### src/hdl/wwd_pkg.sv
package wwd_pkg;

  // ----------------------------------------------------------------------
  // clock and time base
  // ----------------------------------------------------------------------
  localparam int CLK_PERIOD_NS = 20;
  localparam int MS_NS = 1000000;
  // cycles per millisecond tick, rounded down so a tick never runs long
  localparam int MS_CYCLES = MS_NS / CLK_PERIOD_NS;
  // window timeout for select code 000, doubled per code step
  localparam int WIN_BASE_MS = 10;
  // initial timeout after release; value is a plain default, trimmable
  localparam int INIT_TIMEOUT_MS = 256;
  localparam int MS_CNT_W = 16;

  // ----------------------------------------------------------------------
  // register map (global addresses of the die-to-die bus)
  // ----------------------------------------------------------------------
  localparam int ADDR_W = 12;
  localparam logic [ADDR_W-1:0] BASE_BLOCKING = 12'h200;
  localparam logic [ADDR_W-1:0] BASE_NONBLOCKING = 12'h300;
  localparam logic [ADDR_W-1:0] OFF_WATCHDOG_CONFIG = 12'h010;
  localparam logic [ADDR_W-1:0] OFF_WATCHDOG_SERVICE = 12'h011;

  // ----------------------------------------------------------------------
  // watchdog_config fields and reset value
  // ----------------------------------------------------------------------
  localparam int CFG_DISABLED_BIT = 7;
  localparam int CFG_WINDOW_OPEN_BIT = 6;
  localparam int CFG_SEL_W = 3;
  localparam logic [7:0] CFG_RESET = 8'h00;
  localparam logic [CFG_SEL_W-1:0] SEL_RESET = 3'h0;

  // ----------------------------------------------------------------------
  // service codes
  // ----------------------------------------------------------------------
  localparam logic [7:0] CODE_FIRST = 8'hAA;
  localparam logic [7:0] CODE_SECOND = 8'h55;

  // gray codes along init -> window -> fault; off hangs beside init
  typedef enum logic [1:0] {
    ST_INIT = 2'h0,
    ST_WINDOW = 2'h1,
    ST_FAULT = 2'h3,
    ST_OFF = 2'h2
  } wwd_state_type;

endpackage

### src/hdl/wwd_top.sv
`timescale 1ns/1ps
`default_nettype none

// Operation
// - runs only in normal mode, clocked by base clock, not the bus clock
// - select bits 2..0 give window timeout 10 ms doubling to 1280 ms
// - inactive in low power; bus read during stop sets disabled flag
// - after release fixed initial timeout runs, open flag set, select ignored
// - initial phase: timeout or non-0xAA code resets; 0xAA enters window mode
// - window mode: first half closed, correct code accepted in second half
// - window mode: timeout or wrong code forces watchdog reset
// - config bit 6 reads whether window is open
// - test-disable input disables watchdog; config bit 7 reports it
// - disable resets service state; re-enable restarts initial sequence
// - low-power entry halts watchdog clock and resets service state
// - only expected code in open window clears; service writes ignored when disabled
// - config at 0x10 from 0x200 and 0x300; bits 5..3 zero; reset zero
module wwd_top #(
  parameter int P_MS_CYCLES = wwd_pkg::MS_CYCLES, // cycles per ms
  parameter int P_INIT_MS = wwd_pkg::INIT_TIMEOUT_MS // initial timeout
) (
  input wire logic i_clock, // base oscillator clock
  input wire logic i_rst, // async reset, active high
  input wire logic i_wr, // die-to-die write strobe
  input wire logic i_rd, // die-to-die read strobe
  input wire logic [wwd_pkg::ADDR_W-1:0] i_addr, // global address
  input wire logic [7:0] i_wdata, // write data
  input wire logic i_test_disable, // test disable voltage present
  input wire logic i_stop_mode, // device in stop mode
  input wire logic i_sleep_mode, // device in sleep mode
  output logic [7:0] o_rdata, // read data, held after a read
  output logic o_wd_reset_req, // watchdog reset request, held
  output logic o_window_open, // window open flag
  output logic o_wd_disabled // watchdog disabled flag
);

  // ----------------------------------------------------------------------
  // helpers
  // ----------------------------------------------------------------------
  function automatic logic hit(input logic [wwd_pkg::ADDR_W-1:0] a,
                               input logic [wwd_pkg::ADDR_W-1:0] off);
    hit = (a == (wwd_pkg::BASE_BLOCKING + off)) ||
          (a == (wwd_pkg::BASE_NONBLOCKING + off));
  endfunction

  // code 110 falls on the doubling line as well
  function automatic logic [wwd_pkg::MS_CNT_W-1:0] win_ms(
      input logic [wwd_pkg::CFG_SEL_W-1:0] sel);
    win_ms = wwd_pkg::MS_CNT_W'(wwd_pkg::WIN_BASE_MS) << sel;
  endfunction

  // ----------------------------------------------------------------------
  // state
  // ----------------------------------------------------------------------
  typedef struct packed {
    wwd_pkg::wwd_state_type state;
    logic [wwd_pkg::MS_CNT_W-1:0] ms_cnt;
    logic [wwd_pkg::CFG_SEL_W-1:0] sel;
    logic expect_first;
    logic stop_read;
    logic open;
    logic disabled;
    logic req;
    logic [7:0] rdata;
  } wwd_st_type;

  wwd_st_type q_r;
  wwd_st_type q_nxt;

  // unit step of the millisecond count, sized to it
  localparam logic [wwd_pkg::MS_CNT_W-1:0] MS_ONE =
    {{(wwd_pkg::MS_CNT_W-1){1'b0}}, 1'b1};

  logic low_power;
  logic active;
  logic tick;
  logic cfg_wr;
  logic cfg_rd;
  logic svc_wr;
  logic svc_ok;
  logic [wwd_pkg::MS_CNT_W-1:0] limit;
  logic win_open_now;
  logic restart;

  assign low_power = i_stop_mode | i_sleep_mode;
  // counting only in normal mode with no test disable
  assign active = !i_test_disable && !low_power;
  assign cfg_wr = i_wr && hit(i_addr, wwd_pkg::OFF_WATCHDOG_CONFIG);
  assign cfg_rd = i_rd && hit(i_addr, wwd_pkg::OFF_WATCHDOG_CONFIG);
  assign svc_wr = i_wr && hit(i_addr, wwd_pkg::OFF_WATCHDOG_SERVICE);
  assign svc_ok = q_r.expect_first ? (i_wdata == wwd_pkg::CODE_FIRST) :
                  (i_wdata == wwd_pkg::CODE_SECOND);
  assign limit = win_ms(q_r.sel);
  assign win_open_now = (q_r.ms_cnt >= (limit >> 1));
  // a counter clear also restarts the running millisecond
  assign restart = active && svc_wr &&
                   (q_r.state == wwd_pkg::ST_INIT ||
                    q_r.state == wwd_pkg::ST_WINDOW);

  // ----------------------------------------------------------------------
  // millisecond time base; stopped while inactive
  // ----------------------------------------------------------------------
  wwd_tick #(
    .P_MS_CYCLES(P_MS_CYCLES)
  ) u_tick (
    .i_clock(i_clock),
    .i_rst(i_rst),
    .i_run(active),
    .i_restart(restart),
    .o_tick(tick)
  );

  // ----------------------------------------------------------------------
  // next state
  // ----------------------------------------------------------------------
  always_comb begin
    q_nxt = q_r;

    // stop-mode read flag: set wins over the clear by a normal read
    if (i_rd && i_stop_mode) begin
      q_nxt.stop_read = 1'b1;
    end else if (cfg_rd && active) begin
      q_nxt.stop_read = 1'b0;
    end

    if (cfg_wr) begin
      // select is stored in any phase; initial timeout does not use it
      q_nxt.sel = i_wdata[wwd_pkg::CFG_SEL_W-1:0];
    end

    case (q_r.state)
      wwd_pkg::ST_INIT: begin
        if (!active) begin
          q_nxt.state = wwd_pkg::ST_OFF;
        end else if (svc_wr) begin
          if (i_wdata == wwd_pkg::CODE_FIRST) begin
            q_nxt.state = wwd_pkg::ST_WINDOW;
            q_nxt.ms_cnt = '0;
            q_nxt.expect_first = 1'b0;
          end else begin
            q_nxt.state = wwd_pkg::ST_FAULT;
          end
        end else if (tick) begin
          if (q_r.ms_cnt == wwd_pkg::MS_CNT_W'(P_INIT_MS - 1)) begin
            q_nxt.state = wwd_pkg::ST_FAULT;
          end else begin
            q_nxt.ms_cnt = q_r.ms_cnt + MS_ONE;
          end
        end
      end
      wwd_pkg::ST_WINDOW: begin
        if (!active) begin
          q_nxt.state = wwd_pkg::ST_OFF;
        end else if (svc_wr) begin
          // a write in the closed half is treated as a wrong service
          if (svc_ok && win_open_now) begin
            q_nxt.ms_cnt = '0;
            q_nxt.expect_first = !q_r.expect_first;
          end else begin
            q_nxt.state = wwd_pkg::ST_FAULT;
          end
        end else if (tick) begin
          if (q_r.ms_cnt == limit - MS_ONE) begin
            q_nxt.state = wwd_pkg::ST_FAULT;
          end else begin
            q_nxt.ms_cnt = q_r.ms_cnt + MS_ONE;
          end
        end
      end
      wwd_pkg::ST_FAULT: begin
        // held until system reset; release restarts the initial phase
        q_nxt.req = 1'b1;
      end
      wwd_pkg::ST_OFF: begin
        // service state back to default; service writes have no effect here
        q_nxt.ms_cnt = '0;
        q_nxt.expect_first = 1'b1;
        if (active) begin
          q_nxt.state = wwd_pkg::ST_INIT;
        end
      end
      default: begin
        q_nxt.state = wwd_pkg::ST_OFF;
      end
    endcase

    if (q_nxt.state == wwd_pkg::ST_FAULT) begin
      q_nxt.req = 1'b1;
    end

    // open flag: always set in the initial phase
    case (q_nxt.state)
      wwd_pkg::ST_INIT: q_nxt.open = 1'b1;
      wwd_pkg::ST_WINDOW: q_nxt.open =
        (q_nxt.ms_cnt >= (win_ms(q_nxt.sel) >> 1));
      default: q_nxt.open = 1'b0;
    endcase

    q_nxt.disabled = i_test_disable || q_nxt.stop_read;

    // read port: config shows live flags, service is write-only
    if (cfg_rd) begin
      q_nxt.rdata = wwd_pkg::CFG_RESET;
      q_nxt.rdata[wwd_pkg::CFG_DISABLED_BIT] = q_r.disabled;
      q_nxt.rdata[wwd_pkg::CFG_WINDOW_OPEN_BIT] = q_r.open;
      q_nxt.rdata[wwd_pkg::CFG_SEL_W-1:0] = q_r.sel;
    end else if (i_rd) begin
      q_nxt.rdata = 8'h00;
    end
  end

  // ----------------------------------------------------------------------
  // registers
  // ----------------------------------------------------------------------
  always_ff @(posedge i_clock or posedge i_rst) begin
    if (i_rst) begin
      q_r.state <= wwd_pkg::ST_OFF;
      q_r.ms_cnt <= '0;
      q_r.sel <= wwd_pkg::SEL_RESET;
      q_r.expect_first <= 1'b1;
      q_r.stop_read <= 1'b0;
      q_r.open <= 1'b0;
      q_r.disabled <= 1'b0;
      q_r.req <= 1'b0;
      q_r.rdata <= 8'h00;
    end else begin
      q_r <= q_nxt;
    end
  end

  assign o_rdata = q_r.rdata;
  assign o_wd_reset_req = q_r.req;
  assign o_window_open = q_r.open;
  assign o_wd_disabled = q_r.disabled;

endmodule

`default_nettype wire

### src/hdl/wwd_tick.sv
`timescale 1ns/1ps
`default_nettype none

// millisecond tick from the base clock; halts and restarts when not run
module wwd_tick #(
  parameter int P_MS_CYCLES = wwd_pkg::MS_CYCLES
) (
  input wire logic i_clock, // base clock
  input wire logic i_rst, // async reset, active high
  input wire logic i_run, // count while high
  input wire logic i_restart, // restart the current millisecond
  output logic o_tick // one-cycle pulse per millisecond
);

  typedef struct packed {
    logic [31:0] cnt;
    logic tick;
  } wwd_tick_st_type;

  wwd_tick_st_type q_r;
  wwd_tick_st_type q_nxt;

  always_comb begin
    q_nxt = q_r;
    q_nxt.tick = 1'b0;
    if (!i_run || i_restart) begin
      q_nxt.cnt = 32'h0;
    end else if (q_r.cnt == 32'(P_MS_CYCLES - 1)) begin
      q_nxt.cnt = 32'h0;
      q_nxt.tick = 1'b1;
    end else begin
      q_nxt.cnt = q_r.cnt + 32'h1;
    end
  end

  always_ff @(posedge i_clock or posedge i_rst) begin
    if (i_rst) begin
      q_r <= '0;
    end else begin
      q_r <= q_nxt;
    end
  end

  assign o_tick = q_r.tick;

endmodule

`default_nettype wire

### config.mk
export PLATFORM = sky130hd
export DESIGN_NAME = wwd_top
export DESIGN_NICKNAME = d
export VERILOG_FILES = /design/src/hdl/wwd_pkg.sv /design/src/hdl/wwd_top.sv /design/src/hdl/wwd_tick.sv
export SDC_FILE = /design/constraint.sdc
export NUM_CORES = 1
export LEC_CHECK = 0
export ABC_CLOCK_PERIOD_IN_PS = 5500
export BUFFER_PORTS_ARGS = -buffer_cell sky130_fd_sc_hd__buf_4
export CORE_ASPECT_RATIO = 0.5
export CORE_MARGIN = 2
export CORE_UTILIZATION = 35
export DETAILED_ROUTE_END_ITERATION = 6
export HOLD_SLACK_MARGIN = 0.12
export MAX_ROUTING_LAYER = met4
export PLACE_DENSITY = 0.55
export SLEW_MARGIN = 20
export SYNTH_ARGS = -nofsm -noshare
export SYNTH_HDL_FRONTEND = slang
export SYNTH_SLANG_ARGS = --single-unit
### constraint.sdc
create_clock -name i_clock -period 5.5 [get_ports i_clock]
set_clock_uncertainty 0.2 [all_clocks]
set_input_delay 1.375 -clock i_clock [delete_from_list [all_inputs] [get_ports i_clock]]
set_output_delay 1.375 -clock i_clock [all_outputs]
set_load 0.02 [all_outputs]
### Word level (Yosys, flattened, before mapping)

Index checks and enable logic that the tools add are counted.

* add/sub/neg operators: 3
* shift operators: 2
* bitwise gates (word level): 1
* reductions and logical operators: 24
* equality and inequality tests: 20
* multiplexer cells: 38
* order comparisons: 2

Operator list (count)
* 16-bit two-way mux: 6
* 18-bit two-way mux: 4
* 32-bit two-way mux: 2
* 18-bit case mux with 3 select lines: 1
* 12-bit by 10-bit == test with 1-bit output (second input constant): 4
* 32-bit by 1-bit adder with 32-bit output (second input constant): 1
* 32-bit by 16-bit == test with 1-bit output (second input constant): 1
* 16-bit by 15-bit >= comparator with 1-bit output: 2
* 4-bit by 3-bit << shifter with 16-bit output (first input constant): 2
* 16-bit by 1-bit adder with 16-bit output (second input constant): 1
* 16-bit == test: 1
* 16-bit by 8-bit == test with 1-bit output (second input constant): 1
* 8-bit two-way mux: 2
* 16-bit by 1-bit subtractor with 16-bit output (second input constant): 1
* 2-bit two-way mux: 7
* 1-bit two-way mux: 13
* 2-bit inequality test (second input constant): 5
* 1-bit logical AND: 9
* 8-bit by 7-bit == test with 1-bit output (second input constant): 1
* 8-bit == test (second input constant): 1
* 7-bit AND reduction: 1
* 2-bit == test (second input constant): 3
* 1-bit logical OR: 5
* 2-bit by 1-bit == test with 1-bit output (second input constant): 2
* 9 further kinds: 14

* logic and storage cells: 101
* bits in registers: 67
* output and inout bits: 11

### Depth between registers and ports, before layout

* depth after elaboration: 10
* depth in mapped cells: 23
* mapped depth without buffers: 22

### By module

From an unflattened synthesis, not the netlist that was laid out.

* cells, all modules: 621
* area, all modules: 5066.1 um^2

Modules (own cells, without submodules)
* wwd_top: cells each 428, area an instance 3254.4 um^2, instances 1, sequential area each 778.2 um^2
* wwd_tick: cells each 193, area an instance 1811.7 um^2, instances 1, sequential area each 825.8 um^2

### Least setup slack after synthesis

No wires, ideal clock.

* path type: input to register
* start point: in i_addr[1] (netlist bit)
* end point: reg q_r, in the netlist o_window_open
* path slack: 0.667 ns
* required time: 5.171 ns
* stages: 18
* arrival time: 4.504 ns
* setup time: 0.129 ns
* path through: nor4_2 -> nand3_1 -> nor2_1 -> nand2_1 -> mux2i_1 -> inv_1 -> xnor2_1 -> nand2_1 -> ha_1 -> a21o_1 -> a211oi_1 -> o21ai_0 -> o211ai_1 -> a21oi_1 -> nor2_1 -> o31a_1 -> o2111ai_1 -> o41a_1

RTL lines
* start, declared: RTL line wwd_top.sv:26 `input wire logic [wwd_pkg::ADDR_W-1:0] i_addr,`
* end signal, assigned: RTL line wwd_top.sv:227 `q_r <= q_nxt;`
* end, declared: RTL line wwd_top.sv:67 `wwd_st_type q_r;`

==> flow_metrics.py <==
metrics = {
    "outcome": {
        "outcome": "complete, no violations",
    },
    "grt": {
        "grtUsageTotal": 0.188,
        "grt_max_degree": 38,
        "grt_pass1_wl_um": 21100,
        "grt_antenna_before_repair": 0,
        "grt_overflow": 0,
        "grt_pass1_vias": 4149,
    },
    "setup_path": {
        "crit_type": "primary input to flop",
        "crit_chain": "buf_4, nor4bb_1, nand2_1, o21ai_0, or3b_2, a31o_2, nand2_1, a21boi_0, ha_1, nand2b_1, a211oi_1, o21ai_0, o211ai_1, a21oi_1, nor2_1, o31a_1, o2111ai_1, o41a_1",
        "critical_path_peak_fanout": 3,
        "slowest_delay_ps": 510,
        "critPathTopFamily": "compound AO/OA/AOI/OAI gates",
        "critPathArrivalTime_ps": 5170,
        "critPathBufInv": 1,
        "worstPathRequired_ps": 5520,
        "end_kind": "flop",
        "cp-start-kind": "primary input",
        "slowest_stage": "or3b_2",
    },
    "detailed_routing": {
        "drc": 0,
        "ant_nets": 0,
        "dr.pass1.iters": 5,
        "drt_iter0_drc": 320,
        "routed_via_density": 5.42,
        "wl_per_cell_um": 15.4,
        "wirelength_um": 12100,
        "vias": 4253,
    },
    "clock_network": {
        "root_buffer": "clkbuf_16",
        "clk_latency_ps": 340,
        "clock-sinks": 64,
        "cts_hold_buffers": 0,
        "ctsResizeCount": 0,
        "cts_tree": "done",
        "cts_buffers": 9,
        "cts_setup_buffers": 0,
        "htreeDepth": 3,
        "path_clk_slew_ps": 60,
        "cts_max_path_buffers": 2,
    },
    "logic_synthesis": {
        "synth.area.top_cells": "dfrtp_1 (33%), ha_1 (6.9%), nor2_1 (6.5%)",
        "ys_warn_count": 0,
        "ys_seq_area_frac": 0.340,
        "synth_cells": 570,
        "syn_area_per_cell_um2": 8.27,
        "yosysTopAreaCell": "dfrtp_1",
        "async_flop_share": 1.00,
        "synth_top_area_share": 0.329,
        "synthMostInstantiatedCell": "nor2_1",
        "synth_edf_count": 0,
        "ys.flop_type": "dfrtp_1",
        "ys_types": 74,
        "synth_common_cells": "nor2_1 (82), dfrtp_1 (62), nand2_1 (50), nand3_1 (37), inv_1 (32)",
        "synth-seq-cells": 64,
        "synth_area_um2": 4710,
    },
    "sta": {
        "rsz0062_at_grt": "false",
        "worst_pin_slew_ps": 691,
        "hold_ws_ps": 272,
        "setup_viol": 0,
        "fmaxAchievable_mhz": 194,
        "drv_slew": 0,
        "finalHoldViolations": 0,
        "slew_headroom": 0.535,
        "period_needed_ps": 5150,
        "period_share": 0.937,
        "fin_tns_setup_ps": 0,
        "finalWorstSetupSlack_ps": 347,
    },
    "pwr": {
        "ir_worst_vdd_mv": 0.135,
        "leakagePower_nw": 2.33,
        "total_power_mw": 1.50,
        "power_density_nw_per_um2": 272,
    },
    "die": {
        "dieWidth_um": 168,
        "die-area_um2": 14500,
        "core_um2": 12900,
        "io_pins": 38,
        "num_rows": 29,
        "start_util": 0.365,
        "die_h_um": 86.1,
    },
    "placement": {
        "hpwl_um": 8900,
        "gp_congestion": 0.872,
        "io_buffers": 33,
        "dp_slack_ps": 11.9,
    },
    "cells_and_area": {
        "syn2layout_area_growth_pct": 17.3,
        "fillers": 1310,
        "antenna_cells": 0,
        "nets": 662,
        "drive_gt1_frac": 0.160,
    },
    "job": {
        "maxCapViolCount": 0,
    },
    "worst_hold_path": {
        "hp-class": "flop to flop",
    },
}
-- layout make-up --
cell class              count  area (um2)  area share
well taps                 170         213      0.0385
repair buffers             56         420      0.0760
clock inverters             6        92.6      0.0167
multi-input cells         446        2840       0.514
inverters                  32         120      0.0217
clock buffers              10         239      0.0432
flip-flops and latches     64        1600       0.290
-- placed cells by master, fill, tap and decap left out, types with 6 or more instances in the layout --
cell,count
a31oi_1,9
dfrtp_1,62
buf_4,56
nand3_1,37
nor4bb_1,6
mux2i_1,6
nand2_1,50
xnor2_1,15
and3_1,10
clkbuf_16,9
o21ai_0,28
a21oi_1,21
nand4_1,10
ha_1,26
nor2_1,82
o211ai_1,6
nor3_1,19
xor2_1,18
nor4_1,8
inv_1,31
-- routing by layer --
layer  GRT usage  part of all wire  wire (um)  vias up
met5           -                 0          0        -
met4      0.0502             0.014        168        0
met3      0.0452             0.054        653       17
met2       0.288              0.44       5300       99
met1       0.252              0.49       5940     2034
li1            -                 -          -     2103
-- metrics by stage --
stage               area, um2   util  cells
detailed placement       5200  0.402    768
CTS                      5530  0.428    784
global route             5530  0.428    784
floorplan                4720      -    572
global placement         5200  0.402    768
finish                   5530  0.428    784
-- cells by family (layout without fill, tap and decap cells) --
group | after synthesis | after routing | synth area share
simple gates | 260 | 260 | 0.275
flops | 64 | 64 | 0.340
buf+inv | 62 | 104 | 0.0587
mux | 6 | 6 | 0.0127
compound gates | 116 | 116 | 0.176
fa+ha+maj | 27 | 27 | 0.0711
xor+xnor | 34 | 34 | 0.0648
other cells | 1 | 3 | 0.000795
-- worst paths after layout --
check / startpoint / end / slack (ps) / cells past startpoint
worst max-delay path: i_wdata[0] / o_window_open / 350 / 18
worst min-delay path: o_wd_reset_req / o_wd_reset_req / 270 / 2
worst max register to register: q_r[13] / o_window_open / 460 / 22
worst min register to register: o_wd_reset_req / o_wd_reset_req / 270 / 2
max in group asynchronous: i_rst / q_r[12] / 3250 / 3
min in group asynchronous: i_rst / q_r[28] / 910 / 2
-- worst register-to-register path: stages (launching register included) --
cell	delay, ps
dfrtp_1	460
or3_1	400
inv_1	80
ha_1	210
nand2b_1	140
a21o_1	180
a211o_1	300
a21oi_1	320
o21ai_0	140
o21ai_0	210
or2_2	220
a21oi_1	70
nor2_1	190
ha_1	280
a21o_1	190
a211oi_1	210
o21ai_0	130
o211ai_1	100
a21oi_1	90
nor2_1	190
o31a_1	190
o2111ai_1	120
o41a_1	320
-- state kept, by name, summed over array words and instances (netlist names) --
register and count:
u_tick.o_tick 1, u_tick.q_r 32, o_window_open 1, o_rdata 5, o_wd_reset_req 1, o_wd_disabled 1
q_r 23
-- power by group --
part           switching [mW]  internal (mW)
Combinational           0.208          0.134
Clock                   0.226          0.410
Sequential             0.0291          0.495
Total                   0.464           1.04
(Power assumes the default switching activity.)
